===== src/core/frc_pkg.sv =====
// Shared constants and types for the flash rewrite control block.
package frc_pkg;

   // ==========================================================
   // Register addresses
   // ==========================================================
   localparam logic [15:0] FRC_ADDR_STATUS = 16'h01B3;
   localparam logic [15:0] FRC_ADDR_OP_CTRL = 16'h01B4;
   localparam logic [15:0] FRC_ADDR_PROTECT = 16'h01B5;

   // ==========================================================
   // Field positions
   // ==========================================================
   localparam int ST_READY_REQ_BIT = 0;
   localparam int ST_ACC_ERR_BIT = 1;
   localparam int ST_PROG_ERR_BIT = 4;
   localparam int ST_ERASE_ERR_BIT = 5;
   localparam int ST_ERASE_SUSP_BIT = 6;
   localparam int ST_READY_BIT = 7;
   localparam int OP_REWRITE_BIT = 1;
   localparam int OP_EW1_BIT = 2;
   localparam int OP_POWER_DOWN_BIT = 3;
   localparam int OP_ABORT_BIT = 4;
   localparam int OP_CMD_ERR_IE_BIT = 5;
   localparam int OP_ACC_ERR_IE_BIT = 6;
   localparam int OP_READY_IE_BIT = 7;
   localparam int PR_LOCK_OVR_BIT = 3;
   localparam int PR_INHIBIT_A_BIT = 4;
   localparam int PR_INHIBIT_B_BIT = 5;

   // ==========================================================
   // Reset values
   // ==========================================================
   localparam logic [7:0] FRC_OP_CTRL_RESET = 8'h00;
   localparam logic [7:0] FRC_PROTECT_RESET = 8'h00;

   // ==========================================================
   // Timing
   // ==========================================================
   localparam int CLK_PERIOD_NS = 10;
   localparam int ABORT_DELAY_NS = 1000;
   localparam int RESTART_DELAY_NS = 500;
   localparam int ABORT_CYCLES_DEF = (ABORT_DELAY_NS / CLK_PERIOD_NS < 1) ? 1 : ABORT_DELAY_NS / CLK_PERIOD_NS;
   localparam int RESTART_CYCLES_DEF = (RESTART_DELAY_NS / CLK_PERIOD_NS < 1) ? 1 :
                                       RESTART_DELAY_NS / CLK_PERIOD_NS;
   localparam int CNT_W = 12;

   // ==========================================================
   // Commands, target blocks and sequencer states
   // ==========================================================
   typedef enum logic [1:0] {
      CMD_PROGRAM = 2'b00,
      CMD_ERASE = 2'b01,
      CMD_CLEAR_STATUS = 2'b10,
      CMD_BLANK_CHECK = 2'b11
   } frc_cmd_t;

   typedef enum logic [1:0] {
      BLK_PROGRAM = 2'b00,
      BLK_DATA_A = 2'b01,
      BLK_DATA_B = 2'b10,
      BLK_OTHER = 2'b11
   } frc_block_t;

   typedef enum logic [2:0] {
      FSM_READY = 3'b000,
      FSM_BUSY = 3'b001,
      FSM_ABORT = 3'b010,
      FSM_OFF = 3'b011,
      FSM_RESTART = 3'b100
   } frc_fsm_t;

endpackage


===== src/core/frc_delay_timer.sv =====
// One-shot delay counter that pulses done a loaded number of cycles after the load.
`timescale 1ns/1ps
module frc_delay_timer #(
   parameter int CNT_W = 12
) (
   input wire logic clk,
   input wire logic rst,
   input wire logic load,
   input wire logic [CNT_W-1:0] load_value,
   output logic done
);
   typedef struct packed {
      logic [CNT_W-1:0] cnt;
      logic run;
      logic done;
   } frc_tmr_t;

   frc_tmr_t r;
   frc_tmr_t n;

   generate
      if (CNT_W < 2) begin : g_bad_width
         $error("Timer width too small.");
      end
   endgenerate

   always_comb begin
      n = r;
      n.done = 1'b0;
      if (load) begin
         n.cnt = load_value;
         n.run = 1'b1;
      end else if (r.run) begin
         if (r.cnt <= {{(CNT_W-1){1'b0}}, 1'b1}) begin
            n.run = 1'b0;
            n.done = 1'b1;
         end else begin
            n.cnt = r.cnt - {{(CNT_W-1){1'b0}}, 1'b1};
         end
      end
   end

   always_ff @(posedge clk) begin
      if (rst) begin
         r <= '0;
      end else begin
         r <= n;
      end
   end

   assign done = r.done;
endmodule // frc_delay_timer


===== src/core/frc_flash_rewrite_control.sv =====
// Register file and rewrite sequencer for the on-chip flash.
//
// Local design decision: the plain strobed port.
`timescale 1ns/1ps
module frc_flash_rewrite_control #(
   parameter int ABORT_CYCLES = frc_pkg::ABORT_CYCLES_DEF,
   parameter int RESTART_CYCLES = frc_pkg::RESTART_CYCLES_DEF
) (
   input wire logic clk,
   input wire logic rst,
   input wire logic [15:0] reg_addr,
   input wire logic [7:0] reg_wdata,
   input wire logic reg_wr,
   input wire logic reg_rd,
   output logic [7:0] reg_rdata,
   input wire logic cmd_valid,
   input wire frc_pkg::frc_cmd_t cmd_kind,
   input wire frc_pkg::frc_block_t cmd_block,
   input wire logic core_done,
   input wire logic core_prog_err,
   input wire logic core_erase_err,
   input wire logic core_seq_err,
   input wire logic core_suspend_ack,
   input wire logic busy_access,
   input wire logic low_power_req,
   output logic core_start,
   output frc_pkg::frc_cmd_t core_kind,
   output frc_pkg::frc_block_t core_block,
   output logic core_abort,
   output logic ctrl_reinit,
   output logic flash_read_en,
   output logic flash_power_off,
   output logic lock_enforce,
   output logic lock_bit_clear,
   output logic irq_cmd_error,
   output logic irq_access_error,
   output logic irq_ready
);
   import frc_pkg::*;

   localparam int ABORT_MAX = ABORT_CYCLES + 3;

   generate
      if (ABORT_CYCLES < 1 || ABORT_CYCLES >= (1 << CNT_W) || RESTART_CYCLES < 1 ||
          RESTART_CYCLES >= (1 << CNT_W)) begin : g_bad_delay
         $error("Delay counts do not fit the timer.");
      end
   endgenerate

   // ==========================================================
   // State
   // ==========================================================
   typedef struct packed {
      frc_fsm_t state;
      logic ready_req;
      logic acc_err_req;
      logic cmd_err_pend;
      logic prog_err;
      logic erase_err;
      logic erase_susp;
      logic cpu_rewrite;
      logic ew1;
      logic power_down;
      logic auto_off;
      logic cmd_err_ie;
      logic acc_err_ie;
      logic ready_ie;
      logic lock_override;
      logic inhibit_a;
      logic inhibit_b;
      logic arm_lock;
      logic arm_a;
      logic arm_b;
      frc_cmd_t cur_kind;
      logic [7:0] rdata;
      logic start;
      frc_cmd_t start_kind;
      frc_block_t start_block;
      logic abort;
      logic reinit;
      logic read_en;
      logic power_off;
      logic lock_clear;
      logic lock_on;
      logic tmr_load;
      logic [CNT_W-1:0] tmr_value;
   } frc_top_t;

   frc_top_t r;
   frc_top_t n;
   logic tmr_done;
   logic wr_op;
   logic wr_prot;
   logic wr_stat;
   logic abort_req;
   logic go_ready;
   logic any_err;

   frc_delay_timer #(
      .CNT_W(CNT_W)
   ) u_timer (
      .clk(clk),
      .rst(rst),
      .load(r.tmr_load),
      .load_value(r.tmr_value),
      .done(tmr_done)
   );

   // ==========================================================
   // Next state
   // ==========================================================
   always_comb begin
      n = r;
      n.start = 1'b0;
      n.abort = 1'b0;
      n.reinit = 1'b0;
      n.lock_clear = 1'b0;
      n.tmr_load = 1'b0;
      go_ready = 1'b0;
      wr_op = reg_wr && (reg_addr == FRC_ADDR_OP_CTRL);
      wr_prot = reg_wr && (reg_addr == FRC_ADDR_PROTECT);
      wr_stat = reg_wr && (reg_addr == FRC_ADDR_STATUS);
      // Abort counts only in rewrite mode, while busy or erase-suspended.
      abort_req = wr_op && reg_wdata[OP_ABORT_BIT] && r.cpu_rewrite &&
                  ((r.state == FSM_BUSY) || r.erase_susp);
      any_err = core_prog_err || core_erase_err || core_seq_err;

      // Request flags take only a zero from software; hardware sets come later and win.
      if (wr_stat) begin
         if (!reg_wdata[ST_READY_REQ_BIT]) begin
            n.ready_req = 1'b0;
         end
         if (!reg_wdata[ST_ACC_ERR_BIT]) begin
            n.acc_err_req = 1'b0;
         end
      end

      if (wr_op) begin
         n.cpu_rewrite = reg_wdata[OP_REWRITE_BIT];
         n.ew1 = reg_wdata[OP_EW1_BIT];
         n.cmd_err_ie = reg_wdata[OP_CMD_ERR_IE_BIT];
         n.acc_err_ie = reg_wdata[OP_ACC_ERR_IE_BIT];
         n.ready_ie = reg_wdata[OP_READY_IE_BIT];
         if (r.cpu_rewrite) begin
            n.power_down = reg_wdata[OP_POWER_DOWN_BIT];
            if (reg_wdata[OP_POWER_DOWN_BIT] && !r.power_down) begin
               n.lock_override = 1'b0;
            end
         end
      end

      // The arming bits remember only the write just before, so any other write disarms.
      if (reg_wr) begin
         n.arm_lock = wr_prot && !reg_wdata[PR_LOCK_OVR_BIT];
         n.arm_a = wr_prot && reg_wdata[PR_INHIBIT_A_BIT];
         n.arm_b = wr_prot && reg_wdata[PR_INHIBIT_B_BIT];
      end
      if (wr_prot) begin
         n.lock_override = reg_wdata[PR_LOCK_OVR_BIT] && (r.lock_override || r.arm_lock);
         n.inhibit_a = reg_wdata[PR_INHIBIT_A_BIT] || (r.inhibit_a && !r.arm_a);
         n.inhibit_b = reg_wdata[PR_INHIBIT_B_BIT] || (r.inhibit_b && !r.arm_b);
      end

      case (r.state)
         FSM_READY: begin
            if (r.power_down) begin
               n.state = FSM_OFF;
               n.reinit = 1'b1;
            end else if (low_power_req && !r.cpu_rewrite) begin
               n.state = FSM_OFF;
               n.auto_off = 1'b1;
            end else if (abort_req) begin
               n.state = FSM_ABORT;
            end else if (cmd_valid && r.cpu_rewrite) begin
               if (cmd_kind == CMD_CLEAR_STATUS) begin
                  n.prog_err = 1'b0;
                  n.erase_err = 1'b0;
                  n.acc_err_req = 1'b0;
                  n.cmd_err_pend = 1'b0;
               end else if (!((cmd_kind != CMD_BLANK_CHECK) &&
                              (((cmd_block == BLK_DATA_A) && r.inhibit_a) ||
                               ((cmd_block == BLK_DATA_B) && r.inhibit_b)))) begin
                  n.state = FSM_BUSY;
                  n.start = 1'b1;
                  n.start_kind = cmd_kind;
                  n.start_block = cmd_block;
                  n.cur_kind = cmd_kind;
                  if (cmd_kind == CMD_ERASE) begin
                     n.erase_susp = 1'b0;
                  end
               end
            end
         end
         FSM_BUSY: begin
            if (abort_req) begin
               n.state = FSM_ABORT;
            end else if (core_suspend_ack) begin
               n.state = FSM_READY;
               n.erase_susp = 1'b1;
               n.lock_override = 1'b0;
               go_ready = 1'b1;
            end else if (core_done || any_err) begin
               n.state = FSM_READY;
               go_ready = 1'b1;
               n.lock_override = 1'b0;
               n.lock_clear = core_done && (r.cur_kind == CMD_ERASE) && r.lock_override;
            end
         end
         FSM_ABORT: begin
            if (tmr_done) begin
               n.state = FSM_READY;
               go_ready = 1'b1;
            end
         end
         FSM_OFF: begin
            if ((r.auto_off && !low_power_req) || (!r.auto_off && !r.power_down)) begin
               n.state = FSM_RESTART;
               n.auto_off = 1'b0;
               n.tmr_load = 1'b1;
               n.tmr_value = CNT_W'(RESTART_CYCLES);
            end
         end
         FSM_RESTART: begin
            if (tmr_done) begin
               n.state = FSM_READY;
               go_ready = 1'b1;
            end
         end
         default: begin
            n.state = FSM_READY;
         end
      endcase

      // Abort reinitialises the sequence, drops the suspend and starts the settle delay.
      if (abort_req) begin
         n.abort = 1'b1;
         n.reinit = 1'b1;
         n.erase_susp = 1'b0;
         n.lock_override = 1'b0;
         n.tmr_load = 1'b1;
         n.tmr_value = CNT_W'(ABORT_CYCLES);
      end

      if (core_prog_err) begin
         n.prog_err = 1'b1;
      end
      if (core_erase_err) begin
         n.erase_err = 1'b1;
      end
      if (core_seq_err) begin
         n.prog_err = 1'b1;
         n.erase_err = 1'b1;
         n.lock_override = 1'b0;
      end
      if (any_err && r.cmd_err_ie) begin
         n.cmd_err_pend = 1'b1;
         n.acc_err_req = 1'b1;
      end
      if (busy_access && r.acc_err_ie && (r.state == FSM_BUSY)) begin
         n.acc_err_req = 1'b1;
      end
      if (go_ready && r.ready_ie) begin
         n.ready_req = 1'b1;
      end

      if (!n.cpu_rewrite) begin
         n.inhibit_a = 1'b0;
         n.inhibit_b = 1'b0;
         n.lock_override = 1'b0;
      end

      n.read_en = (n.state == FSM_READY) || (n.state == FSM_BUSY);
      n.power_off = (n.state == FSM_OFF);
      n.lock_on = !n.lock_override;

      n.rdata = 8'h00;
      if (reg_rd) begin
         case (reg_addr)
            FRC_ADDR_STATUS: begin
               n.rdata[ST_READY_REQ_BIT] = r.ready_req;
               n.rdata[ST_ACC_ERR_BIT] = r.acc_err_req;
               n.rdata[ST_PROG_ERR_BIT] = r.prog_err;
               n.rdata[ST_ERASE_ERR_BIT] = r.erase_err;
               n.rdata[ST_ERASE_SUSP_BIT] = r.erase_susp;
               n.rdata[ST_READY_BIT] = (r.state == FSM_READY);
            end
            FRC_ADDR_OP_CTRL: begin
               n.rdata[OP_REWRITE_BIT] = r.cpu_rewrite;
               n.rdata[OP_EW1_BIT] = r.ew1;
               n.rdata[OP_POWER_DOWN_BIT] = r.power_down;
               n.rdata[OP_ABORT_BIT] = 1'b0;
               n.rdata[OP_CMD_ERR_IE_BIT] = r.cmd_err_ie;
               n.rdata[OP_ACC_ERR_IE_BIT] = r.acc_err_ie;
               n.rdata[OP_READY_IE_BIT] = r.ready_ie;
            end
            FRC_ADDR_PROTECT: begin
               n.rdata[PR_LOCK_OVR_BIT] = r.lock_override;
               n.rdata[PR_INHIBIT_A_BIT] = r.inhibit_a;
               n.rdata[PR_INHIBIT_B_BIT] = r.inhibit_b;
            end
            default: begin
               n.rdata = 8'h00;
            end
         endcase
      end
   end

   always_ff @(posedge clk) begin
      if (rst) begin
         r <= '0;
         r.read_en <= 1'b1;
         r.lock_on <= 1'b1;
      end else begin
         r <= n;
      end
   end

   // ==========================================================
   // Outputs
   // ==========================================================
   assign reg_rdata = r.rdata;
   assign core_start = r.start;
   assign core_kind = r.start_kind;
   assign core_block = r.start_block;
   assign core_abort = r.abort;
   assign ctrl_reinit = r.reinit;
   assign flash_read_en = r.read_en;
   assign flash_power_off = r.power_off;
   assign lock_enforce = r.lock_on;
   assign lock_bit_clear = r.lock_clear;
   assign irq_cmd_error = r.cmd_err_pend;
   assign irq_access_error = r.acc_err_req;
   assign irq_ready = r.ready_req;

   // ==========================================================
   // Checks
   // ==========================================================
   a_abort_reads_zero: assert property (@(posedge clk) disable iff (rst)
      (reg_rd && reg_addr == FRC_ADDR_OP_CTRL) |=> !reg_rdata[OP_ABORT_BIT])
      else $error("Abort bit read back as one.");

   a_abort_read_back: assert property (@(posedge clk) disable iff (rst)
      $rose(core_abort) |-> !flash_read_en ##[1:ABORT_MAX] flash_read_en)
      else $error("Reads not re-enabled after abort delay.");

   a_power_down_off: assert property (@(posedge clk) disable iff (rst)
      (r.power_down && r.state == FSM_READY) |=> (flash_power_off && !flash_read_en && ctrl_reinit))
      else $error("Power-down did not stop the flash.");

   a_auto_power_off: assert property (@(posedge clk) disable iff (rst)
      (r.state == FSM_READY && low_power_req && !r.cpu_rewrite && !r.power_down) |=> flash_power_off)
      else $error("Stop entry did not power the flash off.");

   a_cmd_needs_mode: assert property (@(posedge clk) disable iff (rst)
      core_start |-> $past(r.cpu_rewrite) && $past(r.state) == FSM_READY)
      else $error("Command started outside rewrite mode.");

   a_inhibit_ignores: assert property (@(posedge clk) disable iff (rst)
      (core_start && core_kind != CMD_BLANK_CHECK && core_block == BLK_DATA_A) |-> !$past(r.inhibit_a))
      else $error("Command started on inhibited block.");

   a_cmd_err_irq: assert property (@(posedge clk) disable iff (rst)
      (any_err && r.cmd_err_ie) |=> irq_cmd_error && irq_access_error)
      else $error("Command error raised no interrupt.");

   a_ready_irq: assert property (@(posedge clk) disable iff (rst)
      (r.ready_ie && r.state == FSM_BUSY && core_done && !abort_req) |=> irq_ready && r.state == FSM_READY)
      else $error("Busy-to-ready raised no interrupt.");

   a_override_seq: assert property (@(posedge clk) disable iff (rst)
      $rose(r.lock_override) |-> $past(wr_prot && reg_wdata[PR_LOCK_OVR_BIT] && r.arm_lock))
      else $error("Override set without zero-one sequence.");

   a_override_clears: assert property (@(posedge clk) disable iff (rst)
      (core_abort || lock_bit_clear || !r.cpu_rewrite) |-> !r.lock_override)
      else $error("Override survived a clearing event.");

   a_inhibit_mode: assert property (@(posedge clk) disable iff (rst)
      !r.cpu_rewrite |-> !r.inhibit_a && !r.inhibit_b)
      else $error("Inhibit held with rewrite mode off.");
endmodule // frc_flash_rewrite_control


===== config.mk =====
export PLATFORM = sky130hd
export DESIGN_NAME = frc_flash_rewrite_control
export DESIGN_NICKNAME = d
export VERILOG_FILES = /design/src/core/frc_pkg.sv /design/src/core/frc_delay_timer.sv /design/src/core/frc_flash_rewrite_control.sv
export SDC_FILE = /design/constraint.sdc
export NUM_CORES = 1
export LEC_CHECK = 0
export BUFFER_PORTS_ARGS = -buffer_cell sky130_fd_sc_hd__buf_4
export CAP_MARGIN = 20
export CORE_MARGIN = 2
export CORE_UTILIZATION = 53
export CTS_CLUSTER_DIAMETER = 200
export CTS_CLUSTER_SIZE = 40
export DETAILED_ROUTE_END_ITERATION = 16
export GPL_TIMING_DRIVEN = 0
export PLACE_DENSITY = 0.78
export SETUP_SLACK_MARGIN = 0.5
export SLEW_MARGIN = 20
export SYNTH_ARGS = -nofsm -noshare
export SYNTH_HDL_FRONTEND = slang
export SYNTH_SLANG_ARGS = --single-unit

===== constraint.sdc =====
create_clock -name clk -period 3.05 [get_ports clk]
set_clock_uncertainty 0.1 [all_clocks]
set_input_delay 0.4575 -clock clk [delete_from_list [all_inputs] [get_ports clk]]
set_output_delay 0.4575 -clock clk [all_outputs]
set_load 0.02 [all_outputs]

# == Word level (Yosys, flattened, before mapping) ==
# Cells that the tools add are included.
# word_totals
regBits,60
latch_bits,0
mem_bits_rw,0
mem_bits_ro,0
output_inout_bits,22
wordCells,239
memories,0
# op_classes
add_sub_neg,1
n_mul,0
div,0
order_cmp,1
eq_ne,36
n_shift,0
n_mux,68
n_bitwise,14
n_reduce_logical,81
# op_table
cell,count
two-way mux 13 bit,4
"equality test 16 x 9 -> 1 bit, second input constant",3
two-way mux 3 bit,14
two-way mux 1 bit,28
logical AND 1 bit,26
two-way mux 5 bit,5
"inequality test 2 bit, second input constant",12
"inequality test 3 bit, second input constant",6
AND reduction 6 bit,3
nonzero test 2 bit,9
nonzero test 3 bit,6
two-way mux 14 bit,1
inverter 1 bit,14
"<= comparator 12 x 1 -> 1 bit, second input constant",1
two-way mux 12 bit,1
case mux 3 bit (4 select lines),1
"subtractor 12 x 1 -> 12 bit, second input constant",1
logical OR 1 bit,10
two-way mux 2 bit,5
case mux 1 bit (2 select lines),5
AND reduction 2 bit,5
"equality test 3 x 2 -> 1 bit, second input constant",3
AND reduction 9 bit,1
OR reduction 3 bit,3
other kinds (15),34

# == Longest topological paths before layout ==
# logic_depth
ltp_word,13
mapped_depth,9

# == Cells and area by module ==
# From an unflattened synthesis, not the netlist that was laid out.
# unflattened
cells_unflattened,343
hier_area_um2,3037.9
# modules_own_cells
module,instances,cells_each,area_per_inst_um2,seq_area_each_um2
frc_flash_rewrite_control,1,241,2122.0,900.9
frc_delay_timer,1,102,915.9,280.3

# == Least setup slack after synthesis ==
# Ideal clock, no wire load.
# synth_path
path_type,input to register
from,input reg_addr[11]
to,register r (netlist bit core_block[0])
setup_ns,0.128
t_arrival_ns,2.575
path_slack_ns,0.248
path_stages,9
path_cell_list,or4_4 or4_4 buf_6 or3_1 buf_2 and4_4 buf_6 mux2i_1 nor2_1
# synth_via
elab_chain_cells,7
# synth_rtl
element,line_no,text
from (decl),frc_flash_rewrite_control.sv:11,"input wire logic [15:0] reg_addr,"
equality test 16 x 9 -> 1 bit,frc_flash_rewrite_control.sv:120,wr_op = reg_wr && (reg_addr == FRC_ADDR_OP_CTRL);
logical AND 1 bit,frc_flash_rewrite_control.sv:120,
logical AND 1 bit (3 in a row),frc_flash_rewrite_control.sv:124,abort_req = wr_op && reg_wdata[OP_ABORT_BIT] && r.cpu_rewrite &&
inverter 1 bit (no source line),-,
AND reduction 7 bit (no source line),-,
to (signal assigned),frc_flash_rewrite_control.sv:314,r <= n;
to (decl),frc_flash_rewrite_control.sv:89,frc_top_t r;
# No other way between the ends.
# A chain may end at the register's enable or synchronous reset.

# == Worst setup path in the final report ==
# layout_path
from,input reg_addr[11]
to,register r (netlist bit core_block[1])
# Same word-level chain as after synthesis.

==> flow_summary.ini <==
[clock_network]
cts_inserted_buffers = 9
clk_transition_reported_paths_ns = 0.06
holdBufCountCts = 0
clkSinkCount = 59
tritoncts = built
clock_latency_ns = 0.33
cts_htree_levels = 3
cts-root-buf = sky130_fd_sc_hd__clkbuf_8
max-clock-path-buffers = 2

[setup_path]
worstPathBufferInverterCount = 4
timing.critical_path.slowest_stage_cell = sky130_fd_sc_hd__or4_4
crit_chain = buf_6 -> or4_4 -> or4_4 -> buf_6 -> or3_4 -> buf_6 -> and4_4 -> buf_6 -> mux2i_1 -> nor2_1
crit_path_start_kind = primary input
critical_path.max_fanout = 5
crit_type = primary input to register
crit_path_frequent_cell = sky130_fd_sc_hd__buf_6
worstPathArrival_ns = 2.69
crit_family = simple AND/OR/NAND/NOR gates
critical_path.endpoint_type = register
required_ns = 3.15
crit_path_start = reg_addr[11]
slowest_stage_delay_on_critical_path_ns = 0.53
crit-reg2reg-launch = r[53]$_SDFF_PP0_

[logic_synthesis]
synth-seq-area-share_pct = 43.1
yosysMostFrequentCell = sky130_fd_sc_hd__dfxtp_1
synthDominantCellAreaShare_pct = 43.1
synth.cell_area_mm2 = 0.00274
ys.warnings.count = 0
syn_nets = 364
synthFlopType = sky130_fd_sc_hd__dfxtp_1
async_s_r_ff_share_synth_pct = 0
synth_area_per_cell_um2 = 8.51
synth.distinct_cells = 53
cell_type_with_the_highest_aggregate_area_in_the_netlist = sky130_fd_sc_hd__dfxtp_1
synth-seq-cells = 59
synth-edff-count = 0
netlist_top_cells_area = sky130_fd_sc_hd__dfxtp_1, sky130_fd_sc_hd__nor2_1, sky130_fd_sc_hd__a21oi_1
ys_top_cells_by_count = sky130_fd_sc_hd__dfxtp_1, sky130_fd_sc_hd__nor2_1, sky130_fd_sc_hd__nand2_1
netlist_instances = 322

[global_route]
grt_start_max_net_pins = 11
track_usage_pct = 24.9
grt_overflow = 0
grt_pass1_vias = 2472
antenna_found_initial = 0
wire_length_of_the_first_global_routing_pass_um = 11600

[detailed_routing]
detail_route.wl_per_cell_um = 14.8
met3RoutedLength_um = 577
detail_route.iter0.violations = 165
vias_per_cell = 5.48
routed.top_layer = met4
drtPass1Iterations = 4
drc = 0
met2_wirelength_um = 3370
detail-route-antenna-nets = 0
vias = 2621
routedLengthMet1_um = 3100
drt-total-wl_um = 7080

[sta]
min_period_over_period_pct = 85.1
final.setup.tns_ns = 0
setup_violations = 0
unrepaired_setup_endpoints_after_global_routing = yes
hold_slack_ns = 0.268
slew_hr_pct = 58.8
final_max_slew_viol_count = 0
period_needed_ns = 2.60
tightestPinTransition_ns = 0.619
max_clock_freq_mhz = 385
finalHoldViolCount = 0

[pwr]
cellPowerDensity_mw_per_mm2 = 436
vdd_drop_max_mv = 0.380
leakage_nw = 1.46

[floorplan]
floorplan.core_area_mm2 = 0.00504
boundaryPins = 62
fp-row-count = 26
die_y_um = 75.9
initial_core_util_pct = 54.3
die_area_mm2 = 0.00576
fp.dieW_um = 75.9

[finish]
post_route_cells_drive_above_1_share_pct = 28.9
synthesis_to_finish_area_growth_pct = 32.5
antenna_cells = 0
num-nets-final = 445
post_layout_util_pct = 72.0

[hold_path]
min_from = core_prog_err
timing.hold.worst.class = primary input to register

[placed_design]
hpwl_after_detailed_placement_um = 5260
gp_congestion = 0.854
portBuffers = 61

[status]
result_of_the_run = finished clean

[run]
max_cap_violations = 0
-- final timing paths --
check | cells after the start | end | slack (ns)
hold / removal | 3 | r[49]$_SDFFE_PP0P_ | 0.27
setup / recovery | 10 | core_block[1]$_SDFFE_PP0P_ | 0.45
setup reg to reg | 9 | core_block[1]$_SDFFE_PP0P_ | 0.66
hold reg to reg | 2 | r[2]$_SDFFE_PP0P_ | 0.36
-- cells by family (layout without fill, tap and decap cells) --
logic type               after synthesis  after routing  share of synthesized area (%)
AO/OA/AOI/OAI                         60             60                           14.4
XOR/XNOR                              11             11                           3.52
adder cells (fa/ha/maj)                2              2                          0.913
buffers and inverters                 42            128                           7.99
flip-flops                            59             59                           43.1
multiplexers                           7              7                           2.56
AND/OR/NAND/NOR                      141            141                           27.5
-- power breakdown --
part | switching, mW | internal (mW)
combinational | 0.0876 | 0.0769
sequential | 0.00878 | 0.783
clock | 0.289 | 0.336
-- worst min-delay path: stages --
cell and delay, ns:
sky130_fd_sc_hd__buf_4 0.09, sky130_fd_sc_hd__a211oi_1 0.04, sky130_fd_sc_hd__nor2_1 0.07
-- flip-flops by register name, summed over array words and instances (netlist names) --
signal and flops:
r 23, u_timer.r 13, reg_rdata 8, core_block 2
core_kind 2, core_abort 1, core_start 1, ctrl_reinit 1
flash_power_off 1, flash_read_en 1, irq_access_error 1, irq_cmd_error 1
irq_ready 1, lock_bit_clear 1, lock_enforce 1, u_timer.done 1
-- placed cells by master (no fill, tap or decap), types with 3 or more instances in the layout --
cell type,count
sky130_fd_sc_hd__a211oi_1,4
sky130_fd_sc_hd__a21oi_1,19
sky130_fd_sc_hd__a22oi_1,10
sky130_fd_sc_hd__a31oi_1,5
sky130_fd_sc_hd__and2_1,4
sky130_fd_sc_hd__and3_1,3
sky130_fd_sc_hd__buf_4,79
sky130_fd_sc_hd__buf_6,6
sky130_fd_sc_hd__clkbuf_1,15
sky130_fd_sc_hd__clkbuf_8,11
sky130_fd_sc_hd__dfxtp_1,59
sky130_fd_sc_hd__inv_1,12
sky130_fd_sc_hd__mux2i_1,7
sky130_fd_sc_hd__nand2_1,23
sky130_fd_sc_hd__nand2b_1,4
sky130_fd_sc_hd__nand3_1,13
sky130_fd_sc_hd__nand3b_1,3
sky130_fd_sc_hd__nand4bb_1,3
sky130_fd_sc_hd__nor2_1,39
sky130_fd_sc_hd__nor2b_1,5
sky130_fd_sc_hd__nor3_1,6
sky130_fd_sc_hd__nor4_1,10
sky130_fd_sc_hd__o21ai_0,7
sky130_fd_sc_hd__or3_1,4
sky130_fd_sc_hd__xnor2_1,6
sky130_fd_sc_hd__xor2_1,5
-- per-stage QoR --
step                      worst slack [ns]  power [mW]  instance area [µm²]  instances
after detailed placement            0.0116       0.955                 3300        453
after floorplan                      0.270       0.881                 2750        322
after global placement              0.0566       0.953                 3300        453
after CTS                            0.471        1.58                 3530        473
final                                0.455        1.58                 3630        478
after global routing                 0.411        1.64                 3630        478
-- per-layer routing --
| layer | track usage [%] | vias to the layer above |
|---|---|---|
| met1 | 33.0 | 1218 |
| met2 | 39.4 | 103 |
| met3 | 7.26 | 5 |
| met4 | 7.82 | 0 |
| met5 | 0 | - |
| li1 | - | 1295 |
-- repair_timing --
action / CTS / global route
gates resized for setup: 5 / 11
buffers inserted: 4 / 5
cloned: 0 / 0
setup endpoints to repair: 16 / 16
pin swaps: 0 / 4
-- area by class of cell --
type / instances / area [µm²]
multi-input combinational: 221 / 1420
fill: 398 / 1410
sequential: 59 / 1180
timing repair buffer: 70 / 537
buffer: 30 / 180
clock buffer: 12 / 155
tap: 70 / 87.6
inverter: 12 / 45.0
clock inverter: 4 / 25.0
Power figures use the tool's default switching activity.
